### src/rtl/phyirq_pkg.sv
// Constants shared by the interrupt, error counter and PCS configuration register bank
package phyirq_pkg;

	// ****************************************
	// Register offsets
	// ****************************************
	localparam logic [7:0]  OFS_INT_CONTROL     = 8'hC4;
	localparam logic [7:0]  OFS_INT_STATUS_MASK = 8'hC8;
	localparam logic [7:0]  OFS_FALSE_CARRIER   = 8'hD0;
	localparam logic [7:0]  OFS_RX_ERROR        = 8'hD4;
	localparam logic [7:0]  OFS_PCS_CONFIG      = 8'hD8;

	// ****************************************
	// Reset values
	// ****************************************
	localparam logic [15:0] RST_INT_CONTROL     = 16'h0000;
	localparam logic [15:0] RST_INT_STATUS_MASK = 16'h0000;
	localparam logic [7:0]  RST_COUNTER         = 8'h00;
	localparam logic [15:0] RST_PCS_CONFIG      = 16'h0100;

	// ****************************************
	// Field positions
	// ****************************************
	localparam int BIT_EVENT_INT_ENABLE   = 1;
	localparam int BIT_TEST_INT_FORCE     = 0;
	localparam int BIT_PENDING_FLAG       = 15;
	localparam int BIT_MASK_HI            = 14;
	localparam int BIT_MASK_LO            = 9;
	localparam int BIT_BLOCK_CODE_BYPASS  = 12;
	localparam int BIT_RX_CLOCK_FREE      = 11;
	localparam int BIT_TRUE_QUIET         = 10;
	localparam int BIT_SD_FORCE           = 9;
	localparam int BIT_SD_ALGORITHM       = 8;
	localparam int BIT_FAST_LINK_FORCE    = 5;
	localparam int BIT_NRZI_BYPASS        = 2;

	// Writable bits of each register; the rest read zero, except the pending flag at status bit 15
	localparam logic [15:0] WMASK_INT_CONTROL   = 16'h0003;
	localparam logic [15:0] WMASK_STATUS_MASK   = 16'h7E00;
	localparam logic [15:0] WMASK_PCS_CONFIG    = 16'h1F24;

	// ****************************************
	// Event sources, in mask-bit order (bit 0 = mask bit 9)
	// ****************************************
	localparam int NUM_SOURCES   = 6;
	localparam int SRC_RX_HALF   = 0;
	localparam int SRC_FC_HALF   = 1;
	localparam int SRC_AN_DONE   = 2;
	localparam int SRC_REM_FAULT = 3;
	localparam int SRC_JABBER    = 4;
	localparam int SRC_LINK      = 5;

	// ****************************************
	// Counter limits
	// ****************************************
	localparam int          CNT_WIDTH    = 8;
	localparam logic [7:0]  CNT_MAX      = 8'hFF;
	localparam int          CNT_HALF_BIT = 7;

endpackage : phyirq_pkg

### src/rtl/phyirq_regs.sv
// Physical-layer interrupt, error counter and 100 Mb/s PCS configuration registers
//
// Contract
// - Interrupt sources are link change, jabber, remote fault, autoneg done, counter half-full.
// - Event interrupts occur only while the event interrupt enable bit is one.
// - Test interrupt bit set raises an interrupt at the end of every register read.
// - Test interrupt works regardless of the event interrupt enable bit.
// - Pending flag reads one while pending, read-only, cleared by the read returning it.
// - Status bits 14 to 9 mask link, jabber, fault, autoneg, false-carrier, rx-error.
// - Reserved bits read zero and ignore writes.
// - False-carrier counter adds one per false carrier, sticking at its maximum.
// - Both counters reset to zero, are writable, and clear when read.
// - Receive-error counter adds one per carrier holding an invalid symbol, once per carrier.
// - Receive-error counter ignores errors during collision and sticks at its maximum.
// - PCS bit 12 bypasses the 4B/5B encoder and decoder.
// - PCS bit 11 makes the receive clock free-running, else alignment-adjusted.
// - PCS bit 10 selects transmit true-quiet mode.
// - PCS bit 9 forces signal detect active.
// - PCS bit 8 selects enhanced signal detect; register resets to 0100h.
// - PCS bit 5 forces good 100 Mb/s link, ORed with the MAC force input.
// - PCS bit 2 bypasses the NRZI coding stage.
// - Remote fault event comes from the partner's autoneg remote fault report.
`timescale 1ns/100ps
module phyirq_regs
	import phyirq_pkg::*;
(
	input  wire logic        i_mclk,
	input  wire logic        i_sys_rst,
	// Register access port
	input  wire logic [7:0]  i_reg_addr,
	input  wire logic        i_reg_rd,
	input  wire logic        i_reg_wr,
	input  wire logic [15:0] i_reg_wdata,
	output logic      [15:0] o_reg_rdata,
	output logic             o_reg_rvalid,
	// Status and events from the receive/transmit path
	input  wire logic        i_link_status,
	input  wire logic        i_jabber_detect,
	input  wire logic        i_remote_fault,
	input  wire logic        i_autoneg_complete,
	input  wire logic        i_false_carrier,
	input  wire logic        i_carrier_valid,
	input  wire logic        i_rx_symbol_error,
	input  wire logic        i_collision,
	input  wire logic        i_signal_detect_raw,
	input  wire logic        i_mac_fast_link_force_in,
	// Interrupt
	output logic             o_interrupt_pending_flag,
	// PCS controls
	output logic             o_block_code_bypass,
	output logic             o_rx_clock_free_run,
	output logic             o_true_quiet_enable,
	output logic             o_signal_detect_force,
	output logic             o_signal_detect_algorithm,
	output logic             o_signal_detect,
	output logic             o_fast_link_force,
	output logic             o_nrzi_bypass
);

	// ****************************************
	// Address decode
	// ****************************************
	function automatic logic addr_hit(input logic [7:0] addr, input logic [7:0] ofs);
		addr_hit = (addr == ofs);
	endfunction : addr_hit

	// Counters sit in the low byte; the upper byte reads zero
	function automatic logic [15:0] counter_word(input logic [CNT_WIDTH-1:0] count);
		counter_word = {8'h00, count};
	endfunction : counter_word

	logic wr_int_control;
	logic wr_status_mask;
	logic wr_false_carrier;
	logic wr_rx_error;
	logic wr_pcs_config;
	logic rd_status_mask;
	logic rd_false_carrier;
	logic rd_rx_error;

	assign wr_int_control   = i_reg_wr & addr_hit(i_reg_addr, OFS_INT_CONTROL);
	assign wr_status_mask   = i_reg_wr & addr_hit(i_reg_addr, OFS_INT_STATUS_MASK);
	assign wr_false_carrier = i_reg_wr & addr_hit(i_reg_addr, OFS_FALSE_CARRIER);
	assign wr_rx_error      = i_reg_wr & addr_hit(i_reg_addr, OFS_RX_ERROR);
	assign wr_pcs_config    = i_reg_wr & addr_hit(i_reg_addr, OFS_PCS_CONFIG);
	assign rd_status_mask   = i_reg_rd & addr_hit(i_reg_addr, OFS_INT_STATUS_MASK);
	assign rd_false_carrier = i_reg_rd & addr_hit(i_reg_addr, OFS_FALSE_CARRIER);
	assign rd_rx_error      = i_reg_rd & addr_hit(i_reg_addr, OFS_RX_ERROR);

	// ****************************************
	// Stored registers
	// ****************************************
	logic [15:0] int_control;
	logic [15:0] status_mask;
	logic [15:0] pcs_config;
	logic        interrupt_pending_flag;

	// Only the enable and test bits are stored
	always_ff @(posedge i_mclk) begin
		if (i_sys_rst) begin
			int_control <= RST_INT_CONTROL;
		end else if (wr_int_control) begin
			int_control <= i_reg_wdata & WMASK_INT_CONTROL;
		end
	end

	// Only the mask field is stored here; the pending flag lives apart
	always_ff @(posedge i_mclk) begin
		if (i_sys_rst) begin
			status_mask <= RST_INT_STATUS_MASK;
		end else if (wr_status_mask) begin
			status_mask <= i_reg_wdata & WMASK_STATUS_MASK;
		end
	end

	// Reset value selects the enhanced signal detect
	always_ff @(posedge i_mclk) begin
		if (i_sys_rst) begin
			pcs_config <= RST_PCS_CONFIG;
		end else if (wr_pcs_config) begin
			pcs_config <= i_reg_wdata & WMASK_PCS_CONFIG;
		end
	end

	logic event_interrupt_enable;
	logic test_interrupt_force;
	logic [NUM_SOURCES-1:0] source_mask;

	assign event_interrupt_enable = int_control[BIT_EVENT_INT_ENABLE];
	assign test_interrupt_force   = int_control[BIT_TEST_INT_FORCE];
	assign source_mask            = status_mask[BIT_MASK_HI:BIT_MASK_LO];

	// ****************************************
	// Event detection
	// ****************************************
	localparam logic [3:0] STATUS_BOTH_EDGES = 4'b0001;

	logic [3:0] status_level;
	logic [3:0] status_event;

	// Link changes on either edge; the others on entering their state
	assign status_level = {i_autoneg_complete, i_remote_fault, i_jabber_detect, i_link_status};

	phyirq_edge_detect #(
		.WIDTH      (4),
		.BOTH_EDGES (STATUS_BOTH_EDGES)
	) u_status_edges (
		.i_mclk    (i_mclk),
		.i_sys_rst (i_sys_rst),
		.i_level   (status_level),
		.o_event   (status_event)
	);

	// One pulse per status source
	logic link_change_event;
	logic jabber_event;
	logic remote_fault_event;
	logic autoneg_done_event;

	assign link_change_event  = status_event[0];
	assign jabber_event       = status_event[1];
	assign remote_fault_event = status_event[2];
	assign autoneg_done_event = status_event[3];

	// ****************************************
	// Event counters
	// ****************************************
	logic                 rx_error_counted;
	logic                 rx_error_seen;
	logic                 rx_error_inc;
	logic [CNT_WIDTH-1:0] false_carrier_count;
	logic [CNT_WIDTH-1:0] rx_error_count;
	logic                 false_carrier_half;
	logic                 rx_error_half;

	// A bad symbol inside a valid carrier
	assign rx_error_seen = i_carrier_valid & i_rx_symbol_error;

	// One count per carrier, none while colliding
	assign rx_error_inc = rx_error_seen & ~i_collision & ~rx_error_counted;

	// Re-armed only when the carrier drops
	always_ff @(posedge i_mclk) begin
		if (i_sys_rst) begin
			rx_error_counted <= 1'b0;
		end else if (!i_carrier_valid) begin
			rx_error_counted <= 1'b0;
		end else if (rx_error_inc) begin
			rx_error_counted <= 1'b1;
		end
	end

	phyirq_sat_counter u_false_carrier_counter (
		.i_mclk       (i_mclk),
		.i_sys_rst    (i_sys_rst),
		.i_inc        (i_false_carrier),
		.i_wr         (wr_false_carrier),
		.i_wdata      (i_reg_wdata[CNT_WIDTH-1:0]),
		.i_rd_clear   (rd_false_carrier),
		.o_count      (false_carrier_count),
		.o_half_event (false_carrier_half)
	);

	phyirq_sat_counter u_receive_error_counter (
		.i_mclk       (i_mclk),
		.i_sys_rst    (i_sys_rst),
		.i_inc        (rx_error_inc),
		.i_wr         (wr_rx_error),
		.i_wdata      (i_reg_wdata[CNT_WIDTH-1:0]),
		.i_rd_clear   (rd_rx_error),
		.o_count      (rx_error_count),
		.o_half_event (rx_error_half)
	);

	// ****************************************
	// Interrupt pending flag
	// ****************************************
	logic [NUM_SOURCES-1:0] source_event;
	logic                   event_hit;
	logic                   test_hit;
	logic                   next_pending;
	logic                   pend_set;
	logic                   pend_clear;

	always_comb begin
		source_event                = '0;
		source_event[SRC_LINK]      = link_change_event;
		source_event[SRC_JABBER]    = jabber_event;
		source_event[SRC_REM_FAULT] = remote_fault_event;
		source_event[SRC_AN_DONE]   = autoneg_done_event;
		source_event[SRC_FC_HALF]   = false_carrier_half;
		source_event[SRC_RX_HALF]   = rx_error_half;
	end

	assign event_hit = event_interrupt_enable & |(source_event & ~source_mask);
	// Read ends at the edge that takes it, whatever the enable
	assign test_hit  = test_interrupt_force & i_reg_rd;

	assign pend_set   = event_hit | test_hit;
	assign pend_clear = rd_status_mask;

	// A new interrupt beats the clearing read
	always_comb begin
		next_pending = interrupt_pending_flag;
		if (pend_clear) begin
			next_pending = 1'b0;
		end
		if (pend_set) begin
			next_pending = 1'b1;
		end
	end

	always_ff @(posedge i_mclk) begin
		if (i_sys_rst) begin
			interrupt_pending_flag <= 1'b0;
		end else begin
			interrupt_pending_flag <= next_pending;
		end
	end

	assign o_interrupt_pending_flag = interrupt_pending_flag;

	// ****************************************
	// Read data
	// ****************************************
	logic [15:0] read_value;

	always_comb begin
		case (i_reg_addr)
			OFS_INT_CONTROL: begin
				read_value = int_control;
			end
			OFS_INT_STATUS_MASK: begin
				read_value = status_mask;
				read_value[BIT_PENDING_FLAG] = interrupt_pending_flag;
			end
			OFS_FALSE_CARRIER: begin
				read_value = counter_word(false_carrier_count);
			end
			OFS_RX_ERROR: begin
				read_value = counter_word(rx_error_count);
			end
			OFS_PCS_CONFIG: begin
				read_value = pcs_config;
			end
			// Unmapped offsets read as zero
			default: begin
				read_value = 16'h0000;
			end
		endcase
	end

	// Read data holds until the next read
	always_ff @(posedge i_mclk) begin
		if (i_sys_rst) begin
			o_reg_rdata <= 16'h0000;
		end else if (i_reg_rd) begin
			o_reg_rdata <= read_value;
		end
	end

	// One-cycle strobe marking fresh read data
	always_ff @(posedge i_mclk) begin
		if (i_sys_rst) begin
			o_reg_rvalid <= 1'b0;
		end else begin
			o_reg_rvalid <= i_reg_rd;
		end
	end

	// ****************************************
	// PCS controls
	// ****************************************
	// Forced signal detect overrides the raw detector
	always_ff @(posedge i_mclk) begin
		if (i_sys_rst) begin
			o_signal_detect <= 1'b0;
		end else begin
			o_signal_detect <= i_signal_detect_raw | pcs_config[BIT_SD_FORCE];
		end
	end

	// Either the register bit or the MAC can force the 100 Mb/s link up
	always_ff @(posedge i_mclk) begin
		if (i_sys_rst) begin
			o_fast_link_force <= 1'b0;
		end else begin
			o_fast_link_force <= pcs_config[BIT_FAST_LINK_FORCE]
			                     | i_mac_fast_link_force_in;
		end
	end

	assign o_block_code_bypass       = pcs_config[BIT_BLOCK_CODE_BYPASS];
	assign o_rx_clock_free_run       = pcs_config[BIT_RX_CLOCK_FREE];
	assign o_true_quiet_enable       = pcs_config[BIT_TRUE_QUIET];
	assign o_signal_detect_force     = pcs_config[BIT_SD_FORCE];
	assign o_signal_detect_algorithm = pcs_config[BIT_SD_ALGORITHM];
	assign o_nrzi_bypass             = pcs_config[BIT_NRZI_BYPASS];

endmodule : phyirq_regs

### src/rtl/phyirq_sat_counter.sv
// Saturating 8-bit event counter, writable, cleared by a read
`timescale 1ns/100ps
module phyirq_sat_counter
	import phyirq_pkg::*;
(
	input  wire logic                 i_mclk,
	input  wire logic                 i_sys_rst,
	input  wire logic                 i_inc,
	input  wire logic                 i_wr,
	input  wire logic [CNT_WIDTH-1:0] i_wdata,
	input  wire logic                 i_rd_clear,
	output logic      [CNT_WIDTH-1:0] o_count,
	output logic                      o_half_event
);

	logic [CNT_WIDTH-1:0] next_count;

	always_comb begin
		next_count = o_count;
		if (i_wr) begin
			next_count = i_wdata;
		end else if (i_rd_clear) begin
			// An event in the clearing cycle survives as a count of one
			next_count = i_inc ? RST_COUNTER + 8'h01 : RST_COUNTER;
		end else if (i_inc && o_count != CNT_MAX) begin
			next_count = o_count + 8'h01;
		end
	end

	always_ff @(posedge i_mclk) begin
		if (i_sys_rst) begin
			o_count <= RST_COUNTER;
		end else begin
			o_count <= next_count;
		end
	end

	// Half-full when the top bit rises
	always_ff @(posedge i_mclk) begin
		if (i_sys_rst) begin
			o_half_event <= 1'b0;
		end else begin
			o_half_event <= next_count[CNT_HALF_BIT] & ~o_count[CNT_HALF_BIT];
		end
	end

endmodule : phyirq_sat_counter

### src/rtl/phyirq_edge_detect.sv
// Turns status levels into one-cycle event pulses
`timescale 1ns/100ps
module phyirq_edge_detect
	import phyirq_pkg::*;
#(
	parameter int              WIDTH     = 4,
	parameter logic [WIDTH-1:0] BOTH_EDGES = '0
)
(
	input  wire logic             i_mclk,
	input  wire logic             i_sys_rst,
	input  wire logic [WIDTH-1:0] i_level,
	output logic      [WIDTH-1:0] o_event
);

	logic [WIDTH-1:0] level_q;

	always_ff @(posedge i_mclk) begin
		if (i_sys_rst) begin
			// Track the pins during reset so no false edge follows it
			level_q <= i_level;
		end else begin
			level_q <= i_level;
		end
	end

	genvar g;
	generate
		for (g = 0; g < WIDTH; g++) begin : g_edge
			assign o_event[g] = BOTH_EDGES[g] ? (i_level[g] ^ level_q[g])
			                                  : (i_level[g] & ~level_q[g]);
		end
	endgenerate

endmodule : phyirq_edge_detect

### config.mk
export PLATFORM = sky130hd
export DESIGN_NAME = phyirq_regs
export DESIGN_NICKNAME = d
export VERILOG_FILES = /design/src/rtl/phyirq_pkg.sv /design/src/rtl/phyirq_regs.sv /design/src/rtl/phyirq_sat_counter.sv /design/src/rtl/phyirq_edge_detect.sv
export SDC_FILE = /design/constraint.sdc
export NUM_CORES = 1
export LEC_CHECK = 0
export ABC_AREA = 0
export BUFFER_PORTS_ARGS = -buffer_cell sky130_fd_sc_hd__buf_2
export CORE_MARGIN = 8
export CORE_UTILIZATION = 29
export DETAILED_ROUTE_END_ITERATION = 8
export GPL_TIMING_DRIVEN = 0
export PLACE_DENSITY = 0.49
export SLEW_MARGIN = 20
export SYNTH_ARGS = -nofsm -noshare
export SYNTH_HDL_FRONTEND = slang
export SYNTH_SLANG_ARGS = --single-unit
### constraint.sdc
create_clock -name i_mclk -period 4 [get_ports i_mclk]
set_input_delay 1.2 -clock i_mclk [delete_from_list [all_inputs] [get_ports i_mclk]]
set_output_delay 1.2 -clock i_mclk [all_outputs]
set_load 0.01 [all_outputs]
==> metrics <==
vias in the first global route 2608; met3 Use GR 3.22%; Worst VDD drop 168 uV; pin count of the biggest net entering global routing 13; Cell Area, Synth 2810 um2; fin area 3510 um2; final hold violations 0; GPL Wtd Cong 0.844; share of layout cells above drive strength 1 26.5%; area of placed instances 3270 um2; GR peak layer met2; DR WL/cell 16.7 um; root buf cell clkbuf_8; FF+latch count, synth 58; crit-path max cell delay 0.45 ns; worst-margin pin slew 0.874 ns; crit path kind in2reg; Worst Hold Class reg2reg; vias per cell 5.04; H-tree levels 3; outcome finished, final reports clean; post-CTS setup buffer count 0; post-synthesis sequential area ratio 41.4%; fmax 354 MHz; GR Overflow Total 0; nets@finish 435; setup violators final 0; sw frac 25.4%; async set-reset flop share out of synthesis 0%; Layout fillers 1032; number of flops mapped to enable cells by yosys 0; initial core utilization 29.3%; power share of the combinational group 6.9%; Ys Warns 0; Clk Latency, worst-skew pair 0.34 ns; slowest cell on the critical path or2_2; Syn Nets 364; DP Worst Slack 0.675 ns; Final min period 2.82 ns; ant diodes 0; Max Slew Vio Count 0; Layout Skew 0.00962 ns; P_sw 0.000332 W; clock sinks 58; routing usage on met2 20.9%; P per Cell Area 372 nW/um2; Clock power frac 47.8%; row cnt 36; TritonCTS clock tree yes; DR DRC count 0; Pre-antenna DRT Iters 4; sequential share of power 45.3%; iteration-0 DRC count of the detailed router 132; Die W 114 um; area grow syn2layout 24.9%; Setup TNS Final 0 ns; die height 114 um; RSZ-0062 raised after global routing false; Core Area 9590 um2; Primary FF master, synth dfxtp_1; GRT Total Usage 13.8%; setup ws final 1.18 ns; Inserted Clock Buffers 9; Worst EP arrival 3.04 ns; delay-heaviest family, CP simple AND/OR/NAND/NOR gates; Clock Path Buffers 2; Detail Route Antenna Nets 0; CP endpoint kind register; initial antenna violation count 0; total of max-cap violations 0; via count 2688; first-pass GRT wire length 14.1 mm; hold buffers post-CTS 0; Synth cell types 54; Power Internal 0.000972 W; die area 13100 um2; DP Wirelength 6.67 mm; post-CTS sizing 0; Worst slew margin 41.3%; WP data required 4.22 ns; Buf+Inv Stages, Crit Path 1; DRT Wirelength 8.90 mm; type of origin of the critical path input pin; clk slew on worst S/H paths 0.08 ns; top-level port count 64; leakage 1.34 nW; Syn Area/Cell 8.66 um2; PortBufs 60; fin crit share 70.6%; CP cell instances buf_2 -> nand4b_1 -> or2_2 -> nor2_1 -> nand2_1 -> a211oi_1; worst-path fanout max 9; post-synthesis cell count 324; M1 GR Usage 18.5%
[path summary, 6_finish.rpt]
| path | from | endpoint | slack, ns | cells past startpoint |
|---|---|---|---|---|
| setup / recovery | i_reg_addr[5] | u_receive_error_counter.o_half_event$_SDFF_PP0_ | 1.18 | 6 |
| hold / removal | o_reg_rdata[12]$_SDFFE_PP0P_ | o_reg_rdata[12]$_SDFFE_PP0P_ | 0.46 | 2 |
| setup reg to reg | u_false_carrier_counter.o_count[1]$_SDFFE_PP0P_ | u_false_carrier_counter.o_count[2]$_SDFFE_PP0P_ | 1.96 | 6 |
| hold reg to reg | o_reg_rdata[12]$_SDFFE_PP0P_ | o_reg_rdata[12]$_SDFFE_PP0P_ | 0.46 | 2 |
[power by group through the flow]
stage,clock network (W),registers (W),logic (W)
after global routing,0.000658,0.000592,0.0000999
final,0.000623,0.000591,0.0000899
after detailed placement,0,0.000604,0.0000897
after floorplan,0,0.000603,0.0000432
after CTS,0.000639,0.000591,0.0000901
after global placement,0,0.000604,0.0000891
[sequential cells by signal (all words and copies together), names as in the netlist]
name,flops
o_reg_rdata,16
u_false_carrier_counter.o_count,8
u_receive_error_counter.o_count,8
pcs_config,7
status_mask,6
u_status_edges.level_q,4
int_control,2
o_fast_link_force,1
o_interrupt_pending_flag,1
o_reg_rvalid,1
o_signal_detect,1
rx_error_counted,1
u_false_carrier_counter.o_half_event,1
u_receive_error_counter.o_half_event,1
[worst min-delay path: stages (launching register included)]
cell and delay (ns):
dfxtp_1 0.31, nand2_1 0.06, a21oi_1 0.05
[cells in the final DEF, fill, tap and decap left out, types with 4 or more instances in the layout]
master and count:
nor3_1 10, nand3_1 14, clkbuf_8 9, a21oi_1 16, dfxtp_1 58, nand2_1 24, a22oi_1 15, nand4_1 7
mux2_2 8, nor2_1 48, clkbuf_1 14, inv_1 6, a32oi_1 6, a211oi_1 4, and3_1 4, a31oi_1 6
o21ai_0 7, mux2i_1 15, buf_2 63
[layout make-up]
cell class                 instances  area (um2)  share of cell area [%]
sequential                        58        1160                    33.1
tap                              133         166                    4.75
timing repair buffer              60         300                    8.57
inverter                           7        26.3                   0.749
clock inverter                     7         103                    2.93
multi-input combinational        239        1530                    43.7
buffer                            20        93.8                    2.68
clock buffer                       9         124                    3.53
[cells by family after synthesis]
family,count (synthesis),share of synthesized area [%]
AOI/OAI and AO/OA,73,18.4
xor gates and xnor gates,2,0.624
adders and majority gates,2,0.892
buffers and inverters,27,4.28
DFF,58,41.4
muxes,23,8.56
and+or+nand+nor,139,25.9
[through the flow]
stage | std cells | util (%) | total power, W | hold WS [ns]
global placement | 517 | 34.1 | 0.000693 | 0.450
floorplan | 324 | - | 0.000646 | 0.460
finish | 533 | 36.5 | 0.00130 | 0.461
detailed placement | 517 | 34.1 | 0.000694 | 0.455
CTS | 533 | 36.5 | 0.00132 | 0.467
global route | 533 | 36.5 | 0.00135 | 0.476
[synth_stat cells (2+ instances only)]
cell,n,area share (%)
o211ai_1,3,0.80
nand2_4,2,0.80
a21oi_1,16,2.9
and2_1,2,0.45
and3_1,4,0.89
nor3_1,10,1.8
nor2_1,48,6.4
nand3b_1,2,0.53
nand2b_1,3,0.67
nand3_1,14,2.5
or4b_1,2,0.71
mux2_2,8,3.2
clkbuf_1,14,1.9
mux2i_1,15,5.3
or2_2,2,0.45
buf_6,2,0.80
a32oi_1,6,1.9
xnor2_1,2,0.62
buf_2,3,0.53
o21ai_0,7,1.2
nand2_1,24,3.2
a211oi_1,4,1.1
nor3b_1,3,0.80
nand4_1,7,1.6
nor3_2,2,0.71
a22oi_1,15,4.0
inv_1,6,0.80
nor4_1,2,0.45
a22o_1,3,0.94
a31oi_1,6,1.3
a2bb2oi_1,2,0.62
ha_1,2,0.89
dfxtp_1,58,41
nor2_2,2,0.45
or3_1,3,0.67
a21oi_2,2,0.62
[metal layers]
metal	part of all wire, %	vias up
met5	0	-
met4	1.0	0
met3	5.9	7
met2	45	73
met1	48	1271
li1	-	1337
No activity file was read; power rests on OpenSTA's default activity.
